[src/design/resolver_port_map.vh]
// Constants for the resolver readout port: pin slots, serial word layout,
// encoder emulation timing and reset values.
// Assumes inclusion by bare name from the design files.
`ifndef RESOLVER_PORT_MAP_VH
`define RESOLVER_PORT_MAP_VH

// Width of angle and velocity words and of the parallel bus
`define DATA_WIDTH 12
// Serial shift register length
`define SERIAL_WIDTH 16

// Slots of the filtered pin vector
`define PIN_COUNT 6
`define PIN_SAMPLE 0
`define PIN_CHIP_SELECT 1
`define PIN_READ 2
`define PIN_VELOCITY_SELECT 3
`define PIN_SERIAL_MODE 4
`define PIN_SERIAL_CLOCK 5
// Idle level of every filtered pin after reset
`define PIN_RESET_LEVEL 6'h3f

// Bus bits reused by the serial interface
`define BUS_SERIAL_OUT 11
`define BUS_SERIAL_CLOCK 10

// Serial word field positions
`define SER_DATA_MSB 15
`define SER_DATA_LSB 4
`define SER_SELECT_BIT 3
`define SER_DEGRADED_BIT 2
`define SER_LOST_BIT 1
`define SER_PARITY_BIT 0

// Encoder update rate: 4.096 MHz from 20 MHz is 512/2500 per cycle
`define QUAD_RATE_STEP 12'h200
`define QUAD_RATE_MODULUS 12'h9c4
`define QUAD_ACC_WIDTH 12

// Quadrature phase encodings of the two low count bits, A leading B upward
`define QUAD_PHASE_0 2'h0
`define QUAD_PHASE_1 2'h1
`define QUAD_PHASE_2 2'h2
`define QUAD_PHASE_3 2'h3

// Count at which the index marker is high: one quarter of an A cycle
`define INDEX_COUNT 12'h000

// Serial frame bit counter: width, cleared value and the count at the sixteenth shift
`define FRAME_COUNT_WIDTH 5
`define FRAME_COUNT_ZERO 5'h00
`define FRAME_LAST_SHIFT 5'h0f

// Reset values and the all-lines drive enable
`define ZERO_WORD 12'h000
`define ZERO_SERIAL 16'h0000
`define ALL_ENABLE 12'hfff

`endif

[src/design/pin_filter.v]
// Three-stage input filter for pins from outside the clock domain.
// A new level is accepted once the second and third stages agree.
// Assumes a synchronous active-high reset on the same clock.
`timescale 1ns/10ps
module pin_filter #(
    parameter WIDTH = 1,
    parameter [WIDTH-1:0] RESET_LEVEL = {WIDTH{1'b1}}
) (
    input wire ref_clk_in,
    input wire reset_in,
    input wire [WIDTH-1:0] pin_in,
    output reg [WIDTH-1:0] level_out,
    output reg [WIDTH-1:0] level_next_out
);
    reg [WIDTH-1:0] stage1;
    reg [WIDTH-1:0] stage2;
    reg [WIDTH-1:0] stage3;
    genvar i;

    always @(posedge ref_clk_in) begin
        if (reset_in) begin
            stage1 <= RESET_LEVEL;
            stage2 <= RESET_LEVEL;
            stage3 <= RESET_LEVEL;
            level_out <= RESET_LEVEL;
        end else begin
            stage1 <= pin_in;
            stage2 <= stage1;
            stage3 <= stage2;
            level_out <= level_next_out;
        end
    end

    // Level that will be held after this edge; lets callers act on a change one cycle early
    generate
        for (i = 0; i < WIDTH; i = i + 1) begin : g_bit
            always @* begin
                if (stage2[i] == stage3[i]) begin
                    level_next_out[i] = stage3[i];
                end else begin
                    level_next_out[i] = level_out[i];
                end
            end
        end
    endgenerate
endmodule

[src/design/resolver_position_readout_port.v]
// Readout port of a resolver-to-digital converter: holding registers,
// parallel and serial read paths, and 1024-line encoder emulation.
// Assumes angle, velocity and fault flags come from logic on ref_clk_in;
// strobes and the serial clock on bus bit ten arrive asynchronously and are filtered.
//
// Contract
// - Sample strobe falling edge copies angle and velocity into holding registers.
// - Velocity select high picks angle, low picks velocity; host keeps it stable.
// - Selected holding register reaches the output register only with chip select low.
// - Parallel lines float except while chip select and read are both low.
// - Each read falling edge with chip select low freezes the selected value in the output buffer.
// - Read rising releases the parallel lines to high impedance.
// - Serial mode: bit eleven is serial out, bit ten serial clock, rest float.
// - Serial shift register is sixteen bits, sent most significant bit first.
// - Serial bits 15 to 4 hold the value selected at read fall.
// - Angle is unsigned binary, zero meaning zero degrees.
// - Velocity is two's complement, its top bit giving direction.
// - Bit 3 echoes select, bit 2 degradation flag, bit 1 tracking loss.
// - Bit 0 is odd parity over the whole sixteen-bit word.
// - MSB present before first serial falling edge; later bits shift on rising edges.
// - Clocks beyond sixteen shift out zeros while read stays low.
// - Encoder outputs emulate 1024 lines, 1024 pulses per turn per channel.
// - Channel A leads B for rising angle; direction high for rising angle.
// - Index marker high for a quarter A cycle as angle passes zero.
// - At most one quadrature step per 4.096 MHz tick, four steps a pulse.
`timescale 1ns/10ps
`include "resolver_port_map.vh"
module resolver_position_readout_port #(
    parameter DATA_WIDTH = `DATA_WIDTH,
    parameter SERIAL_WIDTH = `SERIAL_WIDTH,
    parameter [`QUAD_ACC_WIDTH-1:0] QUAD_RATE_STEP = `QUAD_RATE_STEP,
    parameter [`QUAD_ACC_WIDTH-1:0] QUAD_RATE_MODULUS = `QUAD_RATE_MODULUS
) (
    input wire ref_clk_in,
    input wire reset_in,
    input wire [DATA_WIDTH-1:0] position_in,
    input wire [DATA_WIDTH-1:0] velocity_in,
    input wire signal_degraded_flag_in,
    input wire tracking_lost_flag_in,
    input wire sample_n_in,
    input wire chip_select_n_in,
    input wire read_n_in,
    input wire velocity_select_n_in,
    input wire serial_mode_select_n_in,
    input wire [DATA_WIDTH-1:0] bus_data_in,
    output reg [DATA_WIDTH-1:0] bus_data_out,
    output reg [DATA_WIDTH-1:0] bus_data_oe_out,
    output reg quad_a_out,
    output reg quad_b_out,
    output reg index_marker_out,
    output reg direction_out
);
    // Filtered pin levels, current and about to be taken
    wire [`PIN_COUNT-1:0] pin_raw;
    wire [`PIN_COUNT-1:0] pin_level;
    wire [`PIN_COUNT-1:0] pin_next;

    wire sample_fall;
    wire read_fall;
    wire read_low_next;
    wire chip_selected_next;
    wire serial_clock_rise;
    wire serial_mode_next;
    wire select_angle;

    // Holding and output registers
    reg [DATA_WIDTH-1:0] position_hold;
    reg [DATA_WIDTH-1:0] velocity_hold;
    reg [DATA_WIDTH-1:0] parallel_word;
    reg [SERIAL_WIDTH-1:0] shift_word;

    reg [DATA_WIDTH-1:0] selected_value;
    reg [SERIAL_WIDTH-1:0] load_word;
    reg [DATA_WIDTH-1:0] next_parallel_word;
    reg [SERIAL_WIDTH-1:0] next_shift_word;
    reg [DATA_WIDTH-1:0] next_bus_data;
    reg [DATA_WIDTH-1:0] next_bus_oe;

    // Encoder emulation state
    reg [`QUAD_ACC_WIDTH-1:0] rate_acc;
    reg quad_tick;
    reg [DATA_WIDTH-1:0] quad_count;
    reg [DATA_WIDTH-1:0] next_quad_count;
    reg next_direction;
    reg next_quad_a;
    reg next_quad_b;
    wire [DATA_WIDTH-1:0] quad_gap;

    // Serial frame state, one-hot
    localparam [2:0] FRAME_IDLE = 3'h1;
    localparam [2:0] FRAME_SHIFT = 3'h2;
    localparam [2:0] FRAME_DRAIN = 3'h4;
    reg [2:0] frame_state;
    reg [2:0] next_frame_state;
    reg [`FRAME_COUNT_WIDTH-1:0] bits_sent;
    reg [`FRAME_COUNT_WIDTH-1:0] next_bits_sent;
    wire frame_open;
    wire frame_shift;

    assign pin_raw[`PIN_SAMPLE] = sample_n_in;
    assign pin_raw[`PIN_CHIP_SELECT] = chip_select_n_in;
    assign pin_raw[`PIN_READ] = read_n_in;
    assign pin_raw[`PIN_VELOCITY_SELECT] = velocity_select_n_in;
    assign pin_raw[`PIN_SERIAL_MODE] = serial_mode_select_n_in;
    assign pin_raw[`PIN_SERIAL_CLOCK] = bus_data_in[`BUS_SERIAL_CLOCK];

    pin_filter #(
        .WIDTH(`PIN_COUNT),
        .RESET_LEVEL(`PIN_RESET_LEVEL)
    ) u_pin_filter (
        .ref_clk_in(ref_clk_in),
        .reset_in(reset_in),
        .pin_in(pin_raw),
        .level_out(pin_level),
        .level_next_out(pin_next)
    );

    assign sample_fall = pin_level[`PIN_SAMPLE] & ~pin_next[`PIN_SAMPLE];
    assign read_fall = pin_level[`PIN_READ] & ~pin_next[`PIN_READ];
    assign read_low_next = ~pin_next[`PIN_READ];
    assign chip_selected_next = ~pin_next[`PIN_CHIP_SELECT];
    assign serial_clock_rise = ~pin_level[`PIN_SERIAL_CLOCK] & pin_next[`PIN_SERIAL_CLOCK];
    assign serial_mode_next = ~pin_next[`PIN_SERIAL_MODE];
    // Shifts count only inside an open serial frame and in serial mode
    assign frame_open = (frame_state != FRAME_IDLE);
    assign frame_shift = serial_clock_rise & read_low_next & chip_selected_next & serial_mode_next & frame_open;
    // Select is sampled at the read fall; the host keeps it settled before then
    assign select_angle = pin_next[`PIN_VELOCITY_SELECT];

    // Integrator values copied on the sample fall; tracking keeps running
    always @(posedge ref_clk_in) begin
        if (reset_in) begin
            position_hold <= `ZERO_WORD;
            velocity_hold <= `ZERO_WORD;
        end else if (sample_fall) begin
            position_hold <= position_in;
            velocity_hold <= velocity_in;
        end
    end

    // Word assembled at the read fall, from the register that select names
    always @* begin
        if (select_angle) begin
            selected_value = position_hold;
        end else begin
            selected_value = velocity_hold;
        end
        load_word = `ZERO_SERIAL;
        load_word[`SER_DATA_MSB:`SER_DATA_LSB] = selected_value;
        load_word[`SER_SELECT_BIT] = select_angle;
        load_word[`SER_DEGRADED_BIT] = signal_degraded_flag_in;
        load_word[`SER_LOST_BIT] = tracking_lost_flag_in;
        // Odd parity: the parity bit completes an odd count of ones
        load_word[`SER_PARITY_BIT] = ~(^load_word[`SER_DATA_MSB:`SER_LOST_BIT]);
    end

    // Output buffer frozen per read; loaded only with chip select low
    always @* begin
        next_parallel_word = parallel_word;
        if (read_fall && chip_selected_next) begin
            next_parallel_word = selected_value;
        end
    end

    // Serial shifter: loads whole word on read fall, shifts on each serial rising edge
    always @* begin
        next_shift_word = shift_word;
        if (read_fall && chip_selected_next) begin
            next_shift_word = load_word;
        end else if (frame_shift) begin
            if (frame_state == FRAME_DRAIN) begin
                // Frame already delivered sixteen bits: only zeros follow
                next_shift_word = `ZERO_SERIAL;
            end else begin
                // Zero fill means the sixteenth shift already leaves zeros behind
                next_shift_word = {shift_word[SERIAL_WIDTH-2:0], 1'b0};
            end
        end
    end

    always @(posedge ref_clk_in) begin
        if (reset_in) begin
            parallel_word <= `ZERO_WORD;
            shift_word <= `ZERO_SERIAL;
        end else begin
            parallel_word <= next_parallel_word;
            shift_word <= next_shift_word;
        end
    end

    // Frame opens at a selected read fall, drains after sixteen shifts, closes on read rise
    always @* begin
        next_frame_state = frame_state;
        next_bits_sent = bits_sent;
        if (read_fall && chip_selected_next) begin
            next_frame_state = FRAME_SHIFT;
            next_bits_sent = `FRAME_COUNT_ZERO;
        end else begin
            case (frame_state)
                FRAME_IDLE: begin
                    next_frame_state = FRAME_IDLE;
                end
                FRAME_SHIFT: begin
                    if (!read_low_next) begin
                        next_frame_state = FRAME_IDLE;
                    end else if (frame_shift) begin
                        next_bits_sent = bits_sent + 1'b1;
                        if (bits_sent == `FRAME_LAST_SHIFT) begin
                            next_frame_state = FRAME_DRAIN;
                        end
                    end
                end
                FRAME_DRAIN: begin
                    if (!read_low_next) begin
                        next_frame_state = FRAME_IDLE;
                    end
                end
                default: begin
                    next_frame_state = FRAME_IDLE;
                end
            endcase
        end
    end

    always @(posedge ref_clk_in) begin
        if (reset_in) begin
            frame_state <= FRAME_IDLE;
            bits_sent <= `FRAME_COUNT_ZERO;
        end else begin
            frame_state <= next_frame_state;
            bits_sent <= next_bits_sent;
        end
    end

    // Pin drive, computed from next values so the data and enable rise together
    always @* begin
        next_bus_data = `ZERO_WORD;
        next_bus_oe = `ZERO_WORD;
        if (serial_mode_next) begin
            next_bus_data[`BUS_SERIAL_OUT] = next_shift_word[SERIAL_WIDTH-1];
            if (chip_selected_next && read_low_next) begin
                // Only serial out drives; serial clock and the low ten bits stay released
                next_bus_oe[`BUS_SERIAL_OUT] = 1'b1;
            end
        end else begin
            next_bus_data = next_parallel_word;
            if (chip_selected_next && read_low_next) begin
                next_bus_oe = `ALL_ENABLE;
            end
        end
        // Released as soon as read goes back high
        if (!read_low_next) begin
            next_bus_oe = `ZERO_WORD;
        end
    end

    always @(posedge ref_clk_in) begin
        if (reset_in) begin
            bus_data_out <= `ZERO_WORD;
            bus_data_oe_out <= `ZERO_WORD;
        end else begin
            bus_data_out <= next_bus_data;
            bus_data_oe_out <= next_bus_oe;
        end
    end

    // Fractional divider: one tick per 4.096 MHz period on average
    always @(posedge ref_clk_in) begin
        if (reset_in) begin
            rate_acc <= {`QUAD_ACC_WIDTH{1'b0}};
            quad_tick <= 1'b0;
        end else if (rate_acc >= QUAD_RATE_MODULUS - QUAD_RATE_STEP) begin
            rate_acc <= rate_acc + QUAD_RATE_STEP - QUAD_RATE_MODULUS;
            quad_tick <= 1'b1;
        end else begin
            rate_acc <= rate_acc + QUAD_RATE_STEP;
            quad_tick <= 1'b0;
        end
    end

    // Encoder count chases the live angle by one step per tick, shortest way round
    assign quad_gap = position_in - quad_count;

    always @* begin
        next_quad_count = quad_count;
        next_direction = direction_out;
        if (quad_tick && quad_gap != `ZERO_WORD) begin
            if (!quad_gap[DATA_WIDTH-1]) begin
                next_quad_count = quad_count + 1'b1;
                next_direction = 1'b1;
            end else begin
                next_quad_count = quad_count - 1'b1;
                next_direction = 1'b0;
            end
        end
    end

    // Four count steps per A cycle give 1024 pulses over 4096 counts
    always @* begin
        case (next_quad_count[1:0])
            `QUAD_PHASE_0: begin
                next_quad_a = 1'b0;
                next_quad_b = 1'b0;
            end
            `QUAD_PHASE_1: begin
                next_quad_a = 1'b1;
                next_quad_b = 1'b0;
            end
            `QUAD_PHASE_2: begin
                next_quad_a = 1'b1;
                next_quad_b = 1'b1;
            end
            `QUAD_PHASE_3: begin
                next_quad_a = 1'b0;
                next_quad_b = 1'b1;
            end
            default: begin
                next_quad_a = 1'b0;
                next_quad_b = 1'b0;
            end
        endcase
    end

    always @(posedge ref_clk_in) begin
        if (reset_in) begin
            quad_count <= `ZERO_WORD;
            quad_a_out <= 1'b0;
            quad_b_out <= 1'b0;
            index_marker_out <= 1'b0;
            direction_out <= 1'b0;
        end else begin
            quad_count <= next_quad_count;
            quad_a_out <= next_quad_a;
            quad_b_out <= next_quad_b;
            index_marker_out <= (next_quad_count == `INDEX_COUNT);
            direction_out <= next_direction;
        end
    end
endmodule

[config.mk]
export PLATFORM = sky130hd
export DESIGN_NAME = resolver_position_readout_port
export DESIGN_NICKNAME = d
export VERILOG_FILES = /design/src/design/pin_filter.v /design/src/design/resolver_position_readout_port.v
export VERILOG_INCLUDE_DIRS = /design/src /design/src/design
export SDC_FILE = /design/constraint.sdc
export NUM_CORES = 1
export LEC_CHECK = 0
export BUFFER_PORTS_ARGS = -buffer_cell sky130_fd_sc_hd__buf_2
export CORE_ASPECT_RATIO = 1.5
export CORE_MARGIN = 5
export CORE_UTILIZATION = 40
export DETAILED_ROUTE_END_ITERATION = 10
export GPL_ROUTABILITY_DRIVEN = 1
export PLACE_DENSITY = 0.6
export SYNTH_ARGS = -nofsm -noshare
export SYNTH_HDL_FRONTEND = slang
export SYNTH_SLANG_ARGS = --single-unit
[constraint.sdc]
create_clock -name ref_clk_in -period 8.8 [get_ports ref_clk_in]
set_input_delay 1.76 -clock ref_clk_in [delete_from_list [all_inputs] [get_ports ref_clk_in]]
set_output_delay 1.76 -clock ref_clk_in [all_outputs]
set_load 0.02 [all_outputs]
==> flow_summary.yaml <==
run_status:
  status: "finished clean"
timing:
  hold_slack_ps: 406.8
  skew_ps: 17.55
  tns_ps: 0
  rsz0062_at_grt: "no"
  relSlewSlack_pct: 23.09
  drv_slew: 0
  achievable-frequency_mhz: 175.7
  period_share_pct: 64.66
  hold_viol_final: 0
  tightest_slew_ps: 1151
  setup_viol: 0
  final.min_clock_period_ps: 5690
detailed_routing:
  wl_per_cell_um: 13.90
  drc: 0
  drtPass1Iterations: 4
  wl_mm: 12.95
  routed_via_density: 5.105
  detail-route-antenna-nets: 0
  dr_total_vias: 4758
  dr.first_iter.drc_count: 149
critical_path:
  cp_slowest_cell: "o211ai_2"
  critPathKind: "in -> reg"
  start_kind: "input port"
  r2r_start: "quad_count[2]$_SDFF_PP0_"
  path_buf_inv: 2
  critPathRequiredTime_ps: 9090
  arrival_ps: 5990
  worstPathCellList: "buf_2 -> inv_1 -> ha_1 -> nand2b_1 -> a21oi_1 -> o41ai_4 -> o21a_1 -> o211ai_2 -> ha_1 -> a211oi_1 -> o21ai_1 -> a2111oi_0 -> o41ai_1 -> nand2_1 -> mux2i_1 -> a41o_1 -> o31a_1"
  reg2reg_depth: 16
  cp.depth: 17
  slowest_delay_ps: 600
  critPathTopFamily: "compound AO/OA/AOI/OAI gates"
  endpoint_kind: "flop"
  path_common_cell: "ha_1"
  crit_fanout: 14
  cp-startpoint: "position_in[0]"
clock_tree:
  path_clk_slew_ps: 60
  root_buffer: "clkbuf_16"
  ctsHoldBuffers: 0
  cts_resized: 0
  cts.sinks: 125
  htree_levels: 4
  clock_latency_ps: 410
  cts_setup_buffers: 0
  cts_tree: "done"
  cts_buffers: 17
  clockBufferDepth: 2
global_routing:
  grt_pass1_vias: 4823
  antenna_found_initial: 0
  grt_use_total_pct: 15.55
  grt_first_pass_wirelength_mm: 21.85
  grt_start_max_net_pins: 65
  grt_remaining_overflow: 0
synthesis:
  yosysWarnings: 0
  yosysUniqueCellTypes: 62
  ys_seq_elements: 125
  synth_edf_count: 0
  synthFlopType: "dfxtp_1"
  syn_nets: 752
  syn_area_sq_mm: 0.005938
  synth_seq_area_share_pct: 42.14
  netlist_instances: 678
  syn-mean-instance-area_sq_um: 8.758
  synthArstFlopShare_pct: 0
finish:
  final_common_cell: "dfxtp_1"
  insertedDiodeCount: 0
  syn2layout_area_growth_pct: 16.39
  final_cell_mix: "125 x dfxtp_1, 80 x nand2_1, 78 x nor2_1"
  nets: 797
  drive_gt1_share_pct: 17.26
placed_design:
  dp_hpwl_mm: 9.594
  numPortBuffers: 61
  gp_congestion: 0.8545
worst_hold_path:
  whs_path_depth: 1
  min_path_type: "reg -> reg"
  min_from: "u_pin_filter.stage1[3]$_SDFF_PP1_"
floorplan:
  die_w_um: 109.5
  die_y_um: 159.2
  core_sq_mm: 0.01459
  pin_count: 73
  die_area_sq_mm: 0.01743
  rows: 54
  start_util_pct: 40.69
power_and_ir_drop:
  leakage_uw: 0.002781
  total_power_uw: 1396
  peakVddDrop_v: 0.0001225
  p_per_area_mw_per_mm2: 202.0
flow_run:
  maxCapViolCount: 0
-- stage by stage --
step	instance area [sq um]	instances	setup slack [ps]	utilization, %
4_1_cts	6912	932	3149	47.36
5_1_grt	6912	932	2860	47.36
6_report	6912	932	3110	47.36
3_5_place_dp	6319	900	2719	43.30
2_1_floorplan	5938	678	3517	-
3_3_place_gp	6319	900	2853	43.30
-- state kept, by name, summed over array words and instances, names as in the netlist, 2 cells and up --
name                    flops
frame_state                 3
u_pin_filter.stage3         6
u_pin_filter.stage1         6
bits_sent                   5
position_hold              12
u_pin_filter.stage2         6
parallel_word              12
u_pin_filter.level_out      6
bus_data_oe_out             2
quad_count                 12
shift_word                 16
bus_data_out               12
rate_acc                   10
velocity_hold              12
-- synthesized netlist by cell type, drive strengths merged (3+ instances only) --
cell type | count | area share, %
a211oi | 11 | 1.4
a21o | 5 | 0.63
a21oi | 50 | 4.2
a22oi | 3 | 0.38
a311oi | 3 | 0.55
a31oi | 9 | 1.1
and2 | 22 | 2.3
and3 | 3 | 0.32
buf | 17 | 1.9
clkbuf | 21 | 1.3
dfxtp | 125 | 42
ha | 28 | 5.9
inv | 23 | 1.5
maj3 | 4 | 0.67
mux2i | 24 | 4.0
nand2 | 80 | 5.1
nand2b | 8 | 0.84
nand3 | 6 | 0.51
nand4 | 6 | 0.63
nor2 | 78 | 4.9
nor2b | 5 | 0.53
nor3 | 13 | 1.1
nor4 | 7 | 0.84
o2111ai | 3 | 0.44
o211ai | 6 | 0.84
o21a | 7 | 0.88
o21ai | 13 | 1.1
o22a | 4 | 0.59
o31a | 3 | 0.44
or2 | 25 | 2.6
xnor2 | 25 | 3.7
xor2 | 18 | 2.7
-- routing by layer --
metal | share of wire (%) | GRT usage (%) | up-vias | wire, um
met3 | 4.2 | 4.097 | 31 | 542
met1 | 42 | 16.97 | 2205 | 5419
li1 | - | - | 2414 | -
met5 | 0 | 0 | - | 0
met4 | 3.3 | 7.884 | 0 | 429
met2 | 51 | 27.04 | 108 | 6560
-- cell type report --
| cell class | instances | area [sq um] |
|---|---|---|
| clock inverter | 11 | 142.6 |
| inverter | 23 | 86.33 |
| fill | 1431 | 7682 |
| sequential | 125 | 2502 |
| multi-input combinational | 492 | 3157 |
| tap | 196 | 245.2 |
| timing repair buffer | 64 | 327.8 |
| clock buffer | 21 | 450.4 |
-- worst register-to-register path, stage by stage, from the launching register on --
cell,delay (ps)
dfxtp_1,340
inv_1,80
ha_1,320
o21ai_1,80
a21oi_1,260
o41ai_4,150
o21a_1,230
o211ai_2,600
ha_1,380
a211oi_1,340
o21ai_1,160
a2111oi_0,580
o41ai_1,280
nand2_1,110
mux2i_1,70
a41o_1,230
o31a_1,290
-- cell families (layout without fill, tap and decap cells) --
logic type,Yosys count,in the layout,synth area share (%)
fa+ha+maj,33,33,6.911
mux,26,26,4.425
simple gates,259,259,20.61
compound gates,131,131,14.88
flops,125,125,42.14
buf+inv,61,119,4.699
xor+xnor,43,43,6.342
-- where the power goes --
part	leakage [uW]	switching (uW)	internal, uW
Clock	0.000287	248	451
Sequential	0.00101	5.53	575
Combinational	0.00148	68.5	47.6
Total	0.00278	322	1070
-- path summary, 6_finish.rpt --
check	slack, ps	endpoint
min	410	u_pin_filter.stage2[3]$_SDFF_PP1_
min reg2reg	410	u_pin_filter.stage2[3]$_SDFF_PP1_
max reg2reg	4170	quad_count[11]$_SDFF_PP0_
max	3110	quad_count[11]$_SDFF_PP0_
Note: power is estimated with default switching activity, not from simulation.
